## config.mk

```make
export PLATFORM = sky130hd
export DESIGN_NAME = can_msg_filter
export DESIGN_NICKNAME = d
export VERILOG_FILES = /design/src/core/can_filter_pkg.sv /design/src/core/can_msg_filter.sv
export SDC_FILE = /design/constraint.sdc
export NUM_CORES = 2
export LEC_CHECK = 0
export BUFFER_PORTS_ARGS = -buffer_cell sky130_fd_sc_hd__buf_4
export CAP_MARGIN = 5
export CORE_MARGIN = 2
export CORE_UTILIZATION = 30
export CTS_CLUSTER_DIAMETER = 50
export DETAILED_ROUTE_END_ITERATION = 10
export GPL_ROUTABILITY_DRIVEN = 1
export REMOVE_ABC_BUFFERS = 1
export SYNTH_ARGS = -nofsm -noshare
export SYNTH_HDL_FRONTEND = slang
export SYNTH_SLANG_ARGS = --single-unit
```

## constraint.sdc

```tcl
create_clock -name clk -period 10.1 [get_ports clk]
set_clock_uncertainty 0.05 [all_clocks]
set_input_delay 2.02 -clock clk [delete_from_list [all_inputs] [get_ports clk]]
set_output_delay 2.02 -clock clk [all_outputs]
set_load 0.01 [all_outputs]
```

## src/core/can_filter_pkg.sv

```systemverilog
// Constants and carrier types for the CAN message-center filter block
package can_filter_pkg;

  // ---------------------------------------------------------------------------
  // Message centers and external-data window
  // ---------------------------------------------------------------------------
  localparam int           NUM_CENTERS      = 15;
  localparam logic [3:0]   RX_ONLY_CENTER   = 4'hf;
  localparam logic [7:0]   WINDOW_LOW_PAGE  = 8'h00;
  localparam logic [7:0]   WINDOW_HIGH_PAGE = 8'hff;
  localparam logic [7:0]   WINDOW_MID_PAGE  = 8'hdb;

  // Byte offsets inside a 16-byte center block (center n starts at n * 16)
  localparam logic [3:0]   OFS_ARB0         = 4'h2;
  localparam logic [3:0]   OFS_ARB1         = 4'h3;
  localparam logic [3:0]   OFS_ARB2         = 4'h4;
  localparam logic [3:0]   OFS_ARB3         = 4'h5;
  localparam logic [3:0]   OFS_FORMAT       = 4'h6;
  localparam logic [3:0]   OFS_DATA0        = 4'h7;
  localparam logic [3:0]   OFS_DATA7        = 4'he;

  // Receive-only center registers
  localparam logic [15:0]  MC15_ARBITRATION_BYTE0 = 16'hdbf2;
  localparam logic [15:0]  MC15_ARBITRATION_BYTE1 = 16'hdbf3;
  localparam logic [15:0]  MC15_ARBITRATION_BYTE2 = 16'hdbf4;
  localparam logic [15:0]  MC15_ARBITRATION_BYTE3 = 16'hdbf5;
  localparam logic [15:0]  MC15_FORMAT            = 16'hdbf6;
  localparam logic [15:0]  MC15_DATA_BYTES        = 16'hdbf7;

  // ---------------------------------------------------------------------------
  // Field positions
  // ---------------------------------------------------------------------------
  localparam int           FMT_MEDIA_MASK_ENABLE = 0;
  localparam int           FMT_ID_MASK_ENABLE    = 1;
  localparam int           FMT_EXTENDED          = 2;
  localparam int           FMT_DIRECTION_TX      = 3;
  localparam int           FMT_BYTE_COUNT_LSB    = 4;
  localparam int           ARB3_OVERWRITE_ENABLE = 0;

  // Center control register bits
  localparam int           CTL_CENTER_READY      = 0;
  localparam int           CTL_TX_IRQ_ENABLE     = 1;
  localparam int           CTL_RX_IRQ_ENABLE     = 2;
  localparam int           CTL_REQUEST_FLAG      = 3;
  localparam int           CTL_DATA_UPDATED      = 4;
  localparam int           CTL_OVERRUN           = 5;
  localparam int           CTL_EXTERNAL_REQUEST  = 6;
  localparam int           CTL_TX_PENDING        = 7;
  localparam logic [7:0]   CTL_RESET             = 8'h00;

  localparam logic [28:0]  STD_ID_BITS           = 29'h1ffc0000;
  localparam logic [28:0]  EXT_ID_BITS           = 29'h1fffffff;

  // ---------------------------------------------------------------------------
  // Carrier types
  // ---------------------------------------------------------------------------
  typedef struct packed {
    logic        ext;
    logic [28:0] id;
    logic [3:0]  dlc;
    logic [63:0] data;
  } frame_s;

  typedef struct packed {
    logic [10:0] std_mask;
    logic [28:0] ext_mask;
    logic [28:0] mc15_mask;
    logic [15:0] media_arb;
    logic [15:0] media_mask;
  } mask_bank_s;

  typedef struct packed {
    logic global_irq_enable;
    logic can_irq_enable;
    logic error_irq_enable;
    logic status_irq_enable;
    logic error_event;
    logic status_event;
  } irq_ctrl_s;

endpackage

```

## src/core/can_msg_filter.sv

```systemverilog
// Acceptance filter, message-center storage and interrupt merge for the CAN controller
// Summary of operation
// - One interrupt line serves all fifteen centers plus error conditions.
// - Enabled transmit or receive success sets that center's request flag.
// - Hardware never clears a request flag; only software writes do.
// - Request flags are ORed, gated by global and CAN interrupt enables.
// - Error and status interrupts have own enables plus both global gates.
// - Acceptance testing begins only for frames free of bit errors.
// - Ready centers tested in ascending order; first passing center wins.
// - A frame is stored only when every enabled test passes.
// - Compare 11 identifier bits in standard format, 29 in extended.
// - Mask enable off means exact match; on compares only global mask ones.
// - Media enable compares first two data bytes under the media mask.
// - Center 15 with mask enable ANDs its own mask with the global mask.
// - Format byte holds direction and a four-bit byte count 0 to 8.
// - Center 15 only receives; its direction bit always reads zero.
// - After lost arbitration or error, reload lowest-numbered pending transmit.
// - Centers use 16-byte blocks; center 15 uses F2h-F5h, F6h, F7h-FEh.
// - Window upper address byte is 00 or FF per window select.
// - Unread receive center drops new frame unless overwrite set, then flags overrun.
// - Center 15 buffers a second frame, moving it in once flags clear.
module can_msg_filter (
  input  wire logic                        clk,
  input  wire logic                        reset,
  input  wire logic                        window_high_select,
  input  wire logic [23:0]                 mem_addr,
  input  wire logic                        mem_wr,
  input  wire logic                        mem_rd,
  input  wire logic [7:0]                  mem_wdata,
  output logic      [7:0]                  mem_rdata_q,
  input  wire logic [3:0]                  ctrl_sel,
  input  wire logic                        ctrl_wr,
  input  wire logic                        ctrl_rd,
  input  wire logic [7:0]                  ctrl_wdata,
  output logic      [7:0]                  ctrl_rdata_q,
  input  wire logic                        frame_valid,
  input  wire logic                        frame_error_free,
  input  wire can_filter_pkg::frame_s      frame,
  input  wire can_filter_pkg::mask_bank_s  masks,
  input  wire logic                        tx_done,
  input  wire logic [3:0]                  tx_done_center,
  input  wire logic                        tx_retry,
  output logic      [3:0]                  tx_reload_center_q,
  input  wire can_filter_pkg::irq_ctrl_s   irq_ctrl,
  output logic                             can_irq_q
);
  import can_filter_pkg::*;

  // ---------------------------------------------------------------------------
  // Storage
  // ---------------------------------------------------------------------------
  logic [7:0]  mem_q [0:255];
  logic [7:0]  ctrl_q [1:NUM_CENTERS];
  logic        buf_full_q;
  logic [63:0] buf_data_q;
  logic [3:0]  buf_dlc_q;

  // ---------------------------------------------------------------------------
  // External-data window decode
  // ---------------------------------------------------------------------------
  wire [7:0] page_sel   = window_high_select ? WINDOW_HIGH_PAGE : WINDOW_LOW_PAGE;
  wire [7:0] lo         = mem_addr[7:0];
  wire       in_window  = (mem_addr[23:16] == page_sel) && (mem_addr[15:8] == WINDOW_MID_PAGE);
  wire       mapped     = in_window && (lo[7:4] != 4'h0)
                          && (lo[3:0] >= OFS_ARB0) && (lo[3:0] <= OFS_DATA7);
  wire       cpu_we     = mem_wr && mapped;
  wire       fmt15_wr   = (lo[7:4] == RX_ONLY_CENTER) && (lo[3:0] == OFS_FORMAT);
  wire [7:0] cpu_wval   = fmt15_wr ? (mem_wdata & ~(8'h01 << FMT_DIRECTION_TX))
                                   : mem_wdata;

  // ---------------------------------------------------------------------------
  // Per-center acceptance tests
  // ---------------------------------------------------------------------------
  logic [NUM_CENTERS:1] match;
  logic [NUM_CENTERS:1] tx_pend;

  genvar gi;
  generate
    for (gi = 1; gi <= NUM_CENTERS; gi++)
    begin : g_center
      localparam int B = gi * 16;
      wire [7:0]  fmt      = mem_q[B + int'(OFS_FORMAT)];
      wire [28:0] arb      = {mem_q[B + int'(OFS_ARB0)], mem_q[B + int'(OFS_ARB1)],
                              mem_q[B + int'(OFS_ARB2)], mem_q[B + int'(OFS_ARB3)][7:3]};
      wire        ext      = fmt[FMT_EXTENDED];
      wire [28:0] id_bits  = ext ? EXT_ID_BITS : STD_ID_BITS;
      wire [28:0] gmask    = ext ? masks.ext_mask : {masks.std_mask, 18'h00000};
      wire [28:0] cmask    = (gi == NUM_CENTERS) ? (gmask & masks.mc15_mask) : gmask;
      wire [28:0] sel_mask = fmt[FMT_ID_MASK_ENABLE] ? (id_bits & cmask) : id_bits;
      wire        id_ok    = ((frame.id ^ arb) & sel_mask) == 29'h0;
      wire        media_ok = !fmt[FMT_MEDIA_MASK_ENABLE]
                             || (((frame.data[63:48] ^ masks.media_arb)
                                  & masks.media_mask) == 16'h0000);
      wire        is_rx    = !fmt[FMT_DIRECTION_TX];
      assign match[gi]   = ctrl_q[gi][CTL_CENTER_READY] && is_rx && (frame.ext == ext)
                           && id_ok && media_ok;
      assign tx_pend[gi] = ctrl_q[gi][CTL_TX_PENDING] && !is_rx;
    end
  endgenerate

  // ---------------------------------------------------------------------------
  // Priority search
  // ---------------------------------------------------------------------------
  logic [3:0] hit_idx;
  logic [3:0] pend_idx;

  always_comb
  begin
    hit_idx  = 4'h0;
    pend_idx = 4'h0;
    for (int k = NUM_CENTERS; k >= 1; k--)
    begin
      if (match[k])
        hit_idx = 4'(k);
      if (tx_pend[k])
        pend_idx = 4'(k);
    end
  end

  // ---------------------------------------------------------------------------
  // Frame disposition
  // ---------------------------------------------------------------------------
  wire        accept     = frame_valid && frame_error_free && (hit_idx != 4'h0);
  wire [7:0]  hit_ctl    = (hit_idx != 4'h0) ? ctrl_q[hit_idx] : CTL_RESET;
  wire [7:0]  hit_arb3   = mem_q[{hit_idx, OFS_ARB3}];
  wire        overwrite  = hit_arb3[ARB3_OVERWRITE_ENABLE];
  wire        hit15      = hit_idx == RX_ONLY_CENTER;
  wire [7:0]  ctl15      = ctrl_q[NUM_CENTERS];
  wire        buf_move   = buf_full_q && !ctl15[CTL_DATA_UPDATED] && !ctl15[CTL_REQUEST_FLAG]
                           && !ctl15[CTL_EXTERNAL_REQUEST];
  wire        unread     = hit_ctl[CTL_DATA_UPDATED] || (hit15 && buf_full_q);
  wire        rx_vis     = accept && (hit15 ? !unread : (!unread || overwrite));
  wire        rx_buf     = accept && hit15 && unread
                           && (!buf_full_q || buf_move || overwrite);
  wire        ovr_set    = accept && unread && overwrite
                           && (!hit15 || (buf_full_q && !buf_move));
  wire        vis_we     = rx_vis || buf_move;
  wire [3:0]  vis_idx    = buf_move ? RX_ONLY_CENTER : hit_idx;
  wire [63:0] vis_data   = buf_move ? buf_data_q : frame.data;
  wire [3:0]  vis_dlc    = buf_move ? buf_dlc_q : frame.dlc;

  // ---------------------------------------------------------------------------
  // Message memory
  // ---------------------------------------------------------------------------
  always_ff @(posedge clk)
  begin
    if (cpu_we)
      mem_q[lo] <= cpu_wval;
    if (vis_we)
    begin
      for (int k = 0; k < 8; k++)
        mem_q[{vis_idx, OFS_DATA0} + 8'(k)] <= vis_data[63 - 8 * k -: 8];
      mem_q[{vis_idx, OFS_FORMAT}] <= {vis_dlc, mem_q[{vis_idx, OFS_FORMAT}][3:0]};
    end
  end

  // Second-frame holding buffer of the receive-only center
  always_ff @(posedge clk)
  begin
    if (reset)
      buf_full_q <= 1'b0;
    else
      buf_full_q <= rx_buf || (buf_full_q && !buf_move);
  end

  always_ff @(posedge clk)
  begin
    if (rx_buf)
    begin
      buf_data_q <= frame.data;
      buf_dlc_q  <= frame.dlc;
    end
  end

  // ---------------------------------------------------------------------------
  // Center control registers
  // ---------------------------------------------------------------------------
  generate
    for (gi = 1; gi <= NUM_CENTERS; gi++)
    begin : g_ctl
      wire [7:0] cpu_val = (ctrl_wr && ctrl_sel == 4'(gi)) ? ctrl_wdata : ctrl_q[gi];
      wire       du_set  = vis_we && (vis_idx == 4'(gi));
      wire       tx_hit  = tx_done && (tx_done_center == 4'(gi));
      wire       req_set = (du_set && ctrl_q[gi][CTL_RX_IRQ_ENABLE])
                           || (tx_hit && ctrl_q[gi][CTL_TX_IRQ_ENABLE]);
      wire       ov_set  = ovr_set && (hit_idx == 4'(gi));
      wire [7:0] sets    = (8'(du_set) << CTL_DATA_UPDATED) | (8'(req_set) << CTL_REQUEST_FLAG)
                           | (8'(ov_set) << CTL_OVERRUN);
      wire [7:0] clrs    = (gi == NUM_CENTERS || tx_hit) ? (8'h01 << CTL_TX_PENDING) : 8'h00;
      always_ff @(posedge clk)
      begin
        if (reset)
          ctrl_q[gi] <= CTL_RESET;
        else
          ctrl_q[gi] <= (cpu_val & ~clrs) | sets;
      end
    end
  endgenerate

  // ---------------------------------------------------------------------------
  // Read ports
  // ---------------------------------------------------------------------------
  wire [7:0] mem_rval  = mapped ? mem_q[lo] : 8'h00;
  wire [7:0] ctrl_rval = (ctrl_sel != 4'h0) ? ctrl_q[ctrl_sel] : 8'h00;

  always_ff @(posedge clk)
  begin
    if (reset)
      mem_rdata_q <= 8'h00;
    else if (mem_rd)
      mem_rdata_q <= mem_rval;
  end

  always_ff @(posedge clk)
  begin
    if (reset)
      ctrl_rdata_q <= 8'h00;
    else if (ctrl_rd)
      ctrl_rdata_q <= ctrl_rval;
  end

  // ---------------------------------------------------------------------------
  // Transmit reload and interrupt
  // ---------------------------------------------------------------------------
  logic [NUM_CENTERS:1] req_vec;

  generate
    for (gi = 1; gi <= NUM_CENTERS; gi++)
    begin : g_req
      assign req_vec[gi] = ctrl_q[gi][CTL_REQUEST_FLAG];
    end
  endgenerate

  wire irq_src = (|req_vec)
                 || (irq_ctrl.error_irq_enable && irq_ctrl.error_event)
                 || (irq_ctrl.status_irq_enable && irq_ctrl.status_event);
  wire irq_d   = irq_ctrl.global_irq_enable && irq_ctrl.can_irq_enable && irq_src;

  always_ff @(posedge clk)
  begin
    if (reset)
      tx_reload_center_q <= 4'h0;
    else if (tx_retry)
      tx_reload_center_q <= pend_idx;
  end

  always_ff @(posedge clk)
  begin
    if (reset)
      can_irq_q <= 1'b0;
    else
      can_irq_q <= irq_d;
  end

endmodule

```

---- Word level (Yosys, flattened, before mapping) ----
Memory sizes are Yosys's and may differ from the RTL's.
Index checks and enable logic that the tools add are counted.
operators by class
  add/subtract/negate cells ............... 7
  order comparisons ....................... 2
  equal/unequal tests ..................... 81
  multiplexer cells ....................... 135
  bitwise logic cells ..................... 139
  reductions and logical operators ........ 286
operators by type and width
  kind                                                                    count
  29-bit bitwise AND                                                      31
  29-bit two-way mux                                                      30
  29-bit logical NOT                                                      15
  29-bit bitwise XOR                                                      15
  8-bit two-way mux                                                       46
  18-bit two-way mux                                                      15
  1-bit logical AND                                                       189
  4-bit equality test (second input constant)                             33
  4-bit two-way mux                                                       33
  8-bit bitwise AND                                                       14
  8-bit inverter                                                          14
  8-bit by 6-bit OR with 8-bit output                                     14
  5-bit by 6-bit OR with 6-bit output                                     15
  5-bit by 4-bit OR with 5-bit output                                     15
  4-bit by 3-bit equality test with 1-bit output (second input constant)  17
  64-bit two-way mux                                                      1
  1-bit logical OR                                                        39
  1-bit logical NOT                                                       37
  8-bit by 3-bit adder with 8-bit output (second input constant)          4
  4-bit by 2-bit equality test with 1-bit output (second input constant)  8
  8-bit by 2-bit adder with 8-bit output (second input constant)          2
  16-bit bitwise AND                                                      1
  4-bit by 1-bit equality test with 1-bit output (second input constant)  4
  8-bit equality test                                                     2
  other kinds (18)                                                        56
word-level totals
  register bits after elaboration ......... 90
  memory bits (writable) .................. 2168
  input port bits ......................... 264
  output and inout port bits .............. 21
  logic and storage cells ................. 659
  memories ................................ 2
memories
  name    words  bits a word  read ports  clocked after Yosys merged registers in  write ports  RTL line              RTL
  mem_q   256    8            77          0                                        10           can_msg_filter.sv:52  logic [7:0] mem_q [0:255];
  ctrl_q  15     8            17          0                                        15           can_msg_filter.sv:53  logic [7:0] ctrl_q [1:NUM_CENTERS];

---- Longest topological paths before layout ----
An unclocked memory read counts as a cell.
  word-level depth ........................ 39
  mapped depth ............................ 20
  gate-level depth less buffers ........... 14

---- Worst setup path after synthesis ----
Ideal clock, no wire load.
  path kind ............................... input to register
  from .................................... input port frame[96] (netlist name)
  to ...................................... register buf_data_q[0] (enable)
  library setup time ...................... 535 ps
  data arrival time ....................... 8819 ps
  data required time ...................... 9515 ps
  slack ................................... 697 ps
  cell stages on the path ................. 17
  path buffers ............................ 3
  path through ............................ clkbuf_1 -> buf_2 -> xnor2_1 -> a21oi_1 -> nor4_1 -> nand3_1 -> a21o_1 -> o22ai_2 -> o221ai_2 -> or3_1 -> o21a_1 -> or3_1 -> buf_2 -> nor3_2 -> a21o_1 -> nand3b_1 -> a31oi_1
between the ends
  longest elaborated chain between the ends .. 25
  elaborated cells between the ends (all ways) .. 102
  classes of those cells .................. eq/ne: 1; mux: 16; bitwise: 30; reduce/logical: 53; memory: 2
RTL lines
  item                                                             RTL line               RTL
  from (decl)                                                      can_msg_filter.sv:38   input wire can_filter_pkg::frame_s frame,
  29-bit bitwise XOR                                               can_msg_filter.sv:90   wire id_ok = ((frame.id ^ arb) & sel_mask) == 29'h0;
  29-bit bitwise AND                                               can_msg_filter.sv:90
  29-bit logical NOT                                               can_msg_filter.sv:90
  1-bit logical AND (2 in series)                                  can_msg_filter.sv:96   && id_ok && media_ok;
  4-bit two-way mux (14 in series)                                 can_msg_filter.sv:113  if (match[k])
  4-bit two-way mux *                                              can_msg_filter.sv:113
  branches (longest 4 deep; another with memory read 256 x 8 bit)  -
  1-bit logical AND *                                              can_msg_filter.sv:134  && (!buf_full_q || buf_move || overwrite);
  via rx_buf                                                       can_msg_filter.sv:133  wire rx_buf = accept && hit15 && unread
  to (signal assigned)                                             can_msg_filter.sv:170  buf_data_q <= frame.data;
  to (decl)                                                        can_msg_filter.sv:55   logic [63:0] buf_data_q;
Mark *: on every way through the listed nets, which the timed path passes.
A chain may end at the register's enable or synchronous reset.

==> impl_metrics.sql <==
INSERT INTO impl_metrics (metric_group, metric, value, unit) VALUES
('timing', 'report.final.setup_viol', '0', ''),
('cts', 'tritoncts', 'yes', ''),
('critical_path', 'worst_setup_path_end_kind', 'flip-flop', ''),
('critical_path', 'worst_setup_path_startpoint', 'masks[16]', ''),
('place', 'place.port_buffers', '284', ''),
('power', 'peakVddDrop', '0.000124', 'V'),
('layout', 'post_route_cells_drive_above_1_share', '0.261', ''),
('routing', 'dr.pass1.iters', '6', ''),
('critical_path', 'worst_setup_path_endpoint', 'mem_q[56][4]$_DFFE_PP_', ''),
('die', 'io_pins', '285', ''),
('cts', 'holdBufCountCts', '0', ''),
('routing', 'initialDrtViolationCount', '12000', ''),
('place', 'post-dp-hpwl', '306000', 'um'),
('die', 'floorplan.rows', '225', ''),
('synthesis', 'syn-instance-count', '7330', ''),
('layout', 'syn_to_final_growth', '16.6', '%'),
('layout', 'postLayoutCoreUtil', '0.351', ''),
('cts', 'cts_post_setup_buffers_inserted', '0', ''),
('timing', 'final_critical_path_setup_slack', '1.33', 'ns'),
('cts', 'cts-resized-gates', '0', ''),
('die', 'die_h', '617', 'um'),
('power', 'leakagePower', '0.0445', 'uW'),
('global_route', 'grt_first_pass_wirelength', '589000', 'um'),
('global_route', 'gr-usage-all-layers', '0.220', ''),
('routing', 'viasPerCell', '5.66', ''),
('critical_path', 'timing.rr.end', 'mem_q[56][4]$_DFFE_PP_', ''),
('critical_path', 'worstPathMaxFanout', '21', ''),
('timing', 'rsz0062_at_grt', 'false', ''),
('synthesis', 'synth_seq_area_share', '0.588', ''),
('global_route', 'number_of_global_route_vias_before_repair', '70400', ''),
('min_path', 'worstHoldPathType', 'reg2reg', ''),
('die', 'core_area', '0.375', 'mm^2'),
('die', 'initial_utilization', '0.301', ''),
('critical_path', 'critPathArrivalTime', '9.10', 'ns'),
('routing', 'routed_wirelength', '434000', 'um'),
('cts', 'clock-sinks', '2257', ''),
('timing', 'relSlewSlack', '0.0341', ''),
('critical_path', 'setup.reg_to_reg.worst_slack', '2.22', 'ns'),
('routing', 'vias', '74200', ''),
('place', 'dpl-instance-area', '0.122', 'mm^2'),
('synthesis', 'synth_async_sr_flop_share', '0', ''),
('global_route', 'grt_max_degree', '145', ''),
('synthesis', 'number_of_warnings_issued_by_yosys', '0', ''),
('place', 'placement.setup.worst_slack', '0.433', 'ns'),
('synthesis', 'post_synth.cell_area_avg', '15.4', 'um^2'),
('critical_path', 'critPathRequiredTime', '10.42', 'ns'),
('place', 'finalWeightedCongestion', '1.01', ''),
('timing', 'fin_setup_tns', '0', 'ns'),
('cts', 'cts_buffer_depth', '4', ''),
('timing', 'final-hold-violation-count', '0', ''),
('cts', 'cts_root_buffer', 'sky130_fd_sc_hd__clkbuf_16', ''),
('cts', 'insertion_delay', '0.88', 'ns'),
('synthesis', 'synth_area', '0.113', 'mm^2'),
('critical_path', 'rr_worst_depth', '15', ''),
('die', 'die_width', '617', 'um'),
('critical_path', 'r2r-start', 'mem_q[246][1]$_DFFE_PP_', ''),
('timing', 'number_of_pins_exceeding_their_max_slew_limit_in_the_final_report', '0', ''),
('die', 'fp.dieArea', '0.381', 'mm^2'),
('cts', 'cts-buffers-inserted', '282', ''),
('routing', 'drt.antenna.violating_nets', '0', ''),
('timing', 'fmax', '0.114', 'GHz'),
('layout', 'design_area', '0.132', 'mm^2'),
('global_route', 'global_route.overflow_total', '0', ''),
('global_route', 'grt_antenna_before_repair', '99', ''),
('routing', 'wire_per_inst', '33.0', 'um'),
('cts', 'clk_transition_reported_paths', '0.06', 'ns'),
('synthesis', 'postSynthRegisterBits', '2257', ''),
('timing', 'post-route-period-util', '0.869', ''),
('timing', 'worst_slew_pin_tran', '1.44', 'ns'),
('critical_path', 'startpoint_types', 'input port', ''),
('routing', 'route.detailed.drc', '0', ''),
('synthesis', 'synthDistinctLibCells', '86', ''),
('power', 'power_density_normalized_to_cell_area', '171', 'mW/mm^2'),
('run', 'number_of_maximum_capacitance_violations', '0', ''),
('layout', 'nets', '8149', ''),
('status', 'outcome', 'finished clean', ''),
('synthesis', 'ys.flop_type', 'sky130_fd_sc_hd__edfxtp_1', ''),
('timing', 'final_period_minus_worst_setup_slack', '8.77', 'ns'),
('critical_path', 'worst-setup-path-type', 'in2reg', ''),
('timing', 'holdWs', '0.405', 'ns'),
('cts', 'cts.htree.levels', '5', ''),
('synthesis', 'number_of_synthesized_flops_with_an_enable_pin', '2116', '');
[cell usage after synthesis, drive strengths merged, types with 6 or more instances]
master   number  area share
inv          52      0.0017
mux2i       409       0.036
o21ai       307       0.014
clkbuf      553       0.018
xnor2       228       0.018
nand3b       21      0.0014
nand3        63      0.0028
mux4        672        0.13
or2           6     0.00033
o32ai         9     0.00070
nor3         42      0.0019
nand4        26      0.0014
and3         16     0.00089
nand2b       31      0.0017
a31oi        23      0.0014
xor2        154       0.012
a221oi       18      0.0015
mux2        913       0.091
a32oi         6     0.00047
a211oi       32      0.0022
nor2b        49      0.0027
buf         240       0.011
a22oi         8     0.00053
and4         12     0.00093
nand2       277      0.0092
a21o          7     0.00047
a22o         13      0.0010
dfxtp       141       0.025
nor2        226      0.0075
nor4         62      0.0036
and2          6     0.00033
a2111oi       8      0.0011
or4b          7     0.00062
o22ai       119      0.0067
a21oi       354       0.016
nor3b         7     0.00047
edfxtp     2116        0.56
or3          15     0.00083
o31ai        13     0.00099
or4          11     0.00073
[metrics by stage]
stage / total power, uW / instances
2_1_floorplan: 11400 / 7024
3_3_place_gp: 12500 / 12600
3_5_place_dp: 12600 / 12600
4_1_cts: 22500 / 13100
5_1_grt: 22900 / 13100
6_report: 22500 / 13100
[metal layers]
layer	global-route usage	part of all wire	vias to the layer above
li1	-	-	29500
met1	0.292	0.38	38600
met2	0.341	0.45	5053
met3	0.0626	0.12	943
met4	0.0838	0.046	42
met5	0	0.00060	-
[how the worst min path moves through the flow]
stage	slack [ns]	endpoint	cells past startpoint	startpoint
after floorplan	0.38	ctrl_q[12][6]$_SDFFE_PP0P_	2	ctrl_q[12][6]$_SDFFE_PP0P_
after global placement	0.40	ctrl_q[12][6]$_SDFFE_PP0P_	2	ctrl_q[12][6]$_SDFFE_PP0P_
after detailed placement	0.40	ctrl_q[12][6]$_SDFFE_PP0P_	2	ctrl_q[12][6]$_SDFFE_PP0P_
after CTS	0.40	ctrl_q[12][6]$_SDFFE_PP0P_	2	ctrl_q[12][6]$_SDFFE_PP0P_
after global routing	0.44	ctrl_q[12][6]$_SDFFE_PP0P_	2	ctrl_q[12][6]$_SDFFE_PP0P_
final	0.41	ctrl_q[12][6]$_SDFFE_PP0P_	2	ctrl_q[12][6]$_SDFFE_PP0P_
[cells by family after synthesis]
kind of cell | share of synthesized area
flops | 0.588
buf+inv | 0.0315
mux | 0.262
compound gates | 0.0504
simple gates | 0.0383
other cells | 0.0000333
xor+xnor | 0.0297
[cell type report]
type                            count  area [um^2]
Fill cell                       35700       243000
Sequential cell                  2257        66400
Multi-Input combinational cell   4715        44900
Clock buffer                      332         7370
Tap cell                         4994         6250
Timing Repair Buffer              577         4720
Clock inverter                    166         1650
Inverter                           52          198
Antenna cell                       27         67.6
[power breakdown]
part           total, uW  switching (uW)  internal [uW]
clock network      10000            4240           5780
registers          10500            48.2          10400
logic               1980            1280            700
total              22500            5570          16900
[state kept, by name, indices dropped and copies added (netlist names)]
register and flops:
mem_rdata_q 8, buf_data_q 64, ctrl_rdata_q 8, buf_full_q 1
can_irq_q 1, buf_dlc_q 4, mem_q 2048, tx_reload_center_q 4
ctrl_q 119
[cells in the final DEF, fill, tap and decap left out, drive strengths merged, types with 9 or more instances in the layout]
cell type	Yosys	final
o22ai	119	119
or4	11	11
a211oi	32	32
a31oi	23	23
mux2i	409	409
inv	52	92
clkinvlp	0	22
nand2b	31	31
nand4	26	26
diode	0	27
a21oi	354	354
o32ai	9	9
nand2	277	277
mux2	913	913
o31ai	13	13
nand3	63	63
clkinv	0	85
and3	16	16
or3	15	15
buf	240	568
bufinv	0	19
nor3	42	42
edfxtp	2116	2116
nor2	226	226
conb	1	488
xnor2	228	228
nand3b	21	21
dfxtp	141	141
mux4	672	672
clkbuf	553	341
xor2	154	154
nor2b	49	49
o21ai	307	307
a221oi	18	18
and4	12	12
a22o	13	13
nor4	62	62
[worst max-delay path: stages]
cell and delay (ns):
sky130_fd_sc_hd__buf_4 0.11, sky130_fd_sc_hd__xor2_1 0.15, sky130_fd_sc_hd__a22o_1 0.22, sky130_fd_sc_hd__a221oi_1 0.68, sky130_fd_sc_hd__nand4_1 0.55, sky130_fd_sc_hd__buf_4 0.43
sky130_fd_sc_hd__a21o_1 0.34, sky130_fd_sc_hd__o22ai_2 0.41, sky130_fd_sc_hd__o221ai_2 0.24, sky130_fd_sc_hd__o31ai_4 0.48, sky130_fd_sc_hd__nand2_2 0.18, sky130_fd_sc_hd__mux2_2 0.34
sky130_fd_sc_hd__a2111oi_4 0.57, sky130_fd_sc_hd__a211oi_2 0.18, sky130_fd_sc_hd__buf_4 0.27, sky130_fd_sc_hd__o21ai_1 0.98, sky130_fd_sc_hd__o21ai_0 0.86
(Power assumes the default switching activity.)
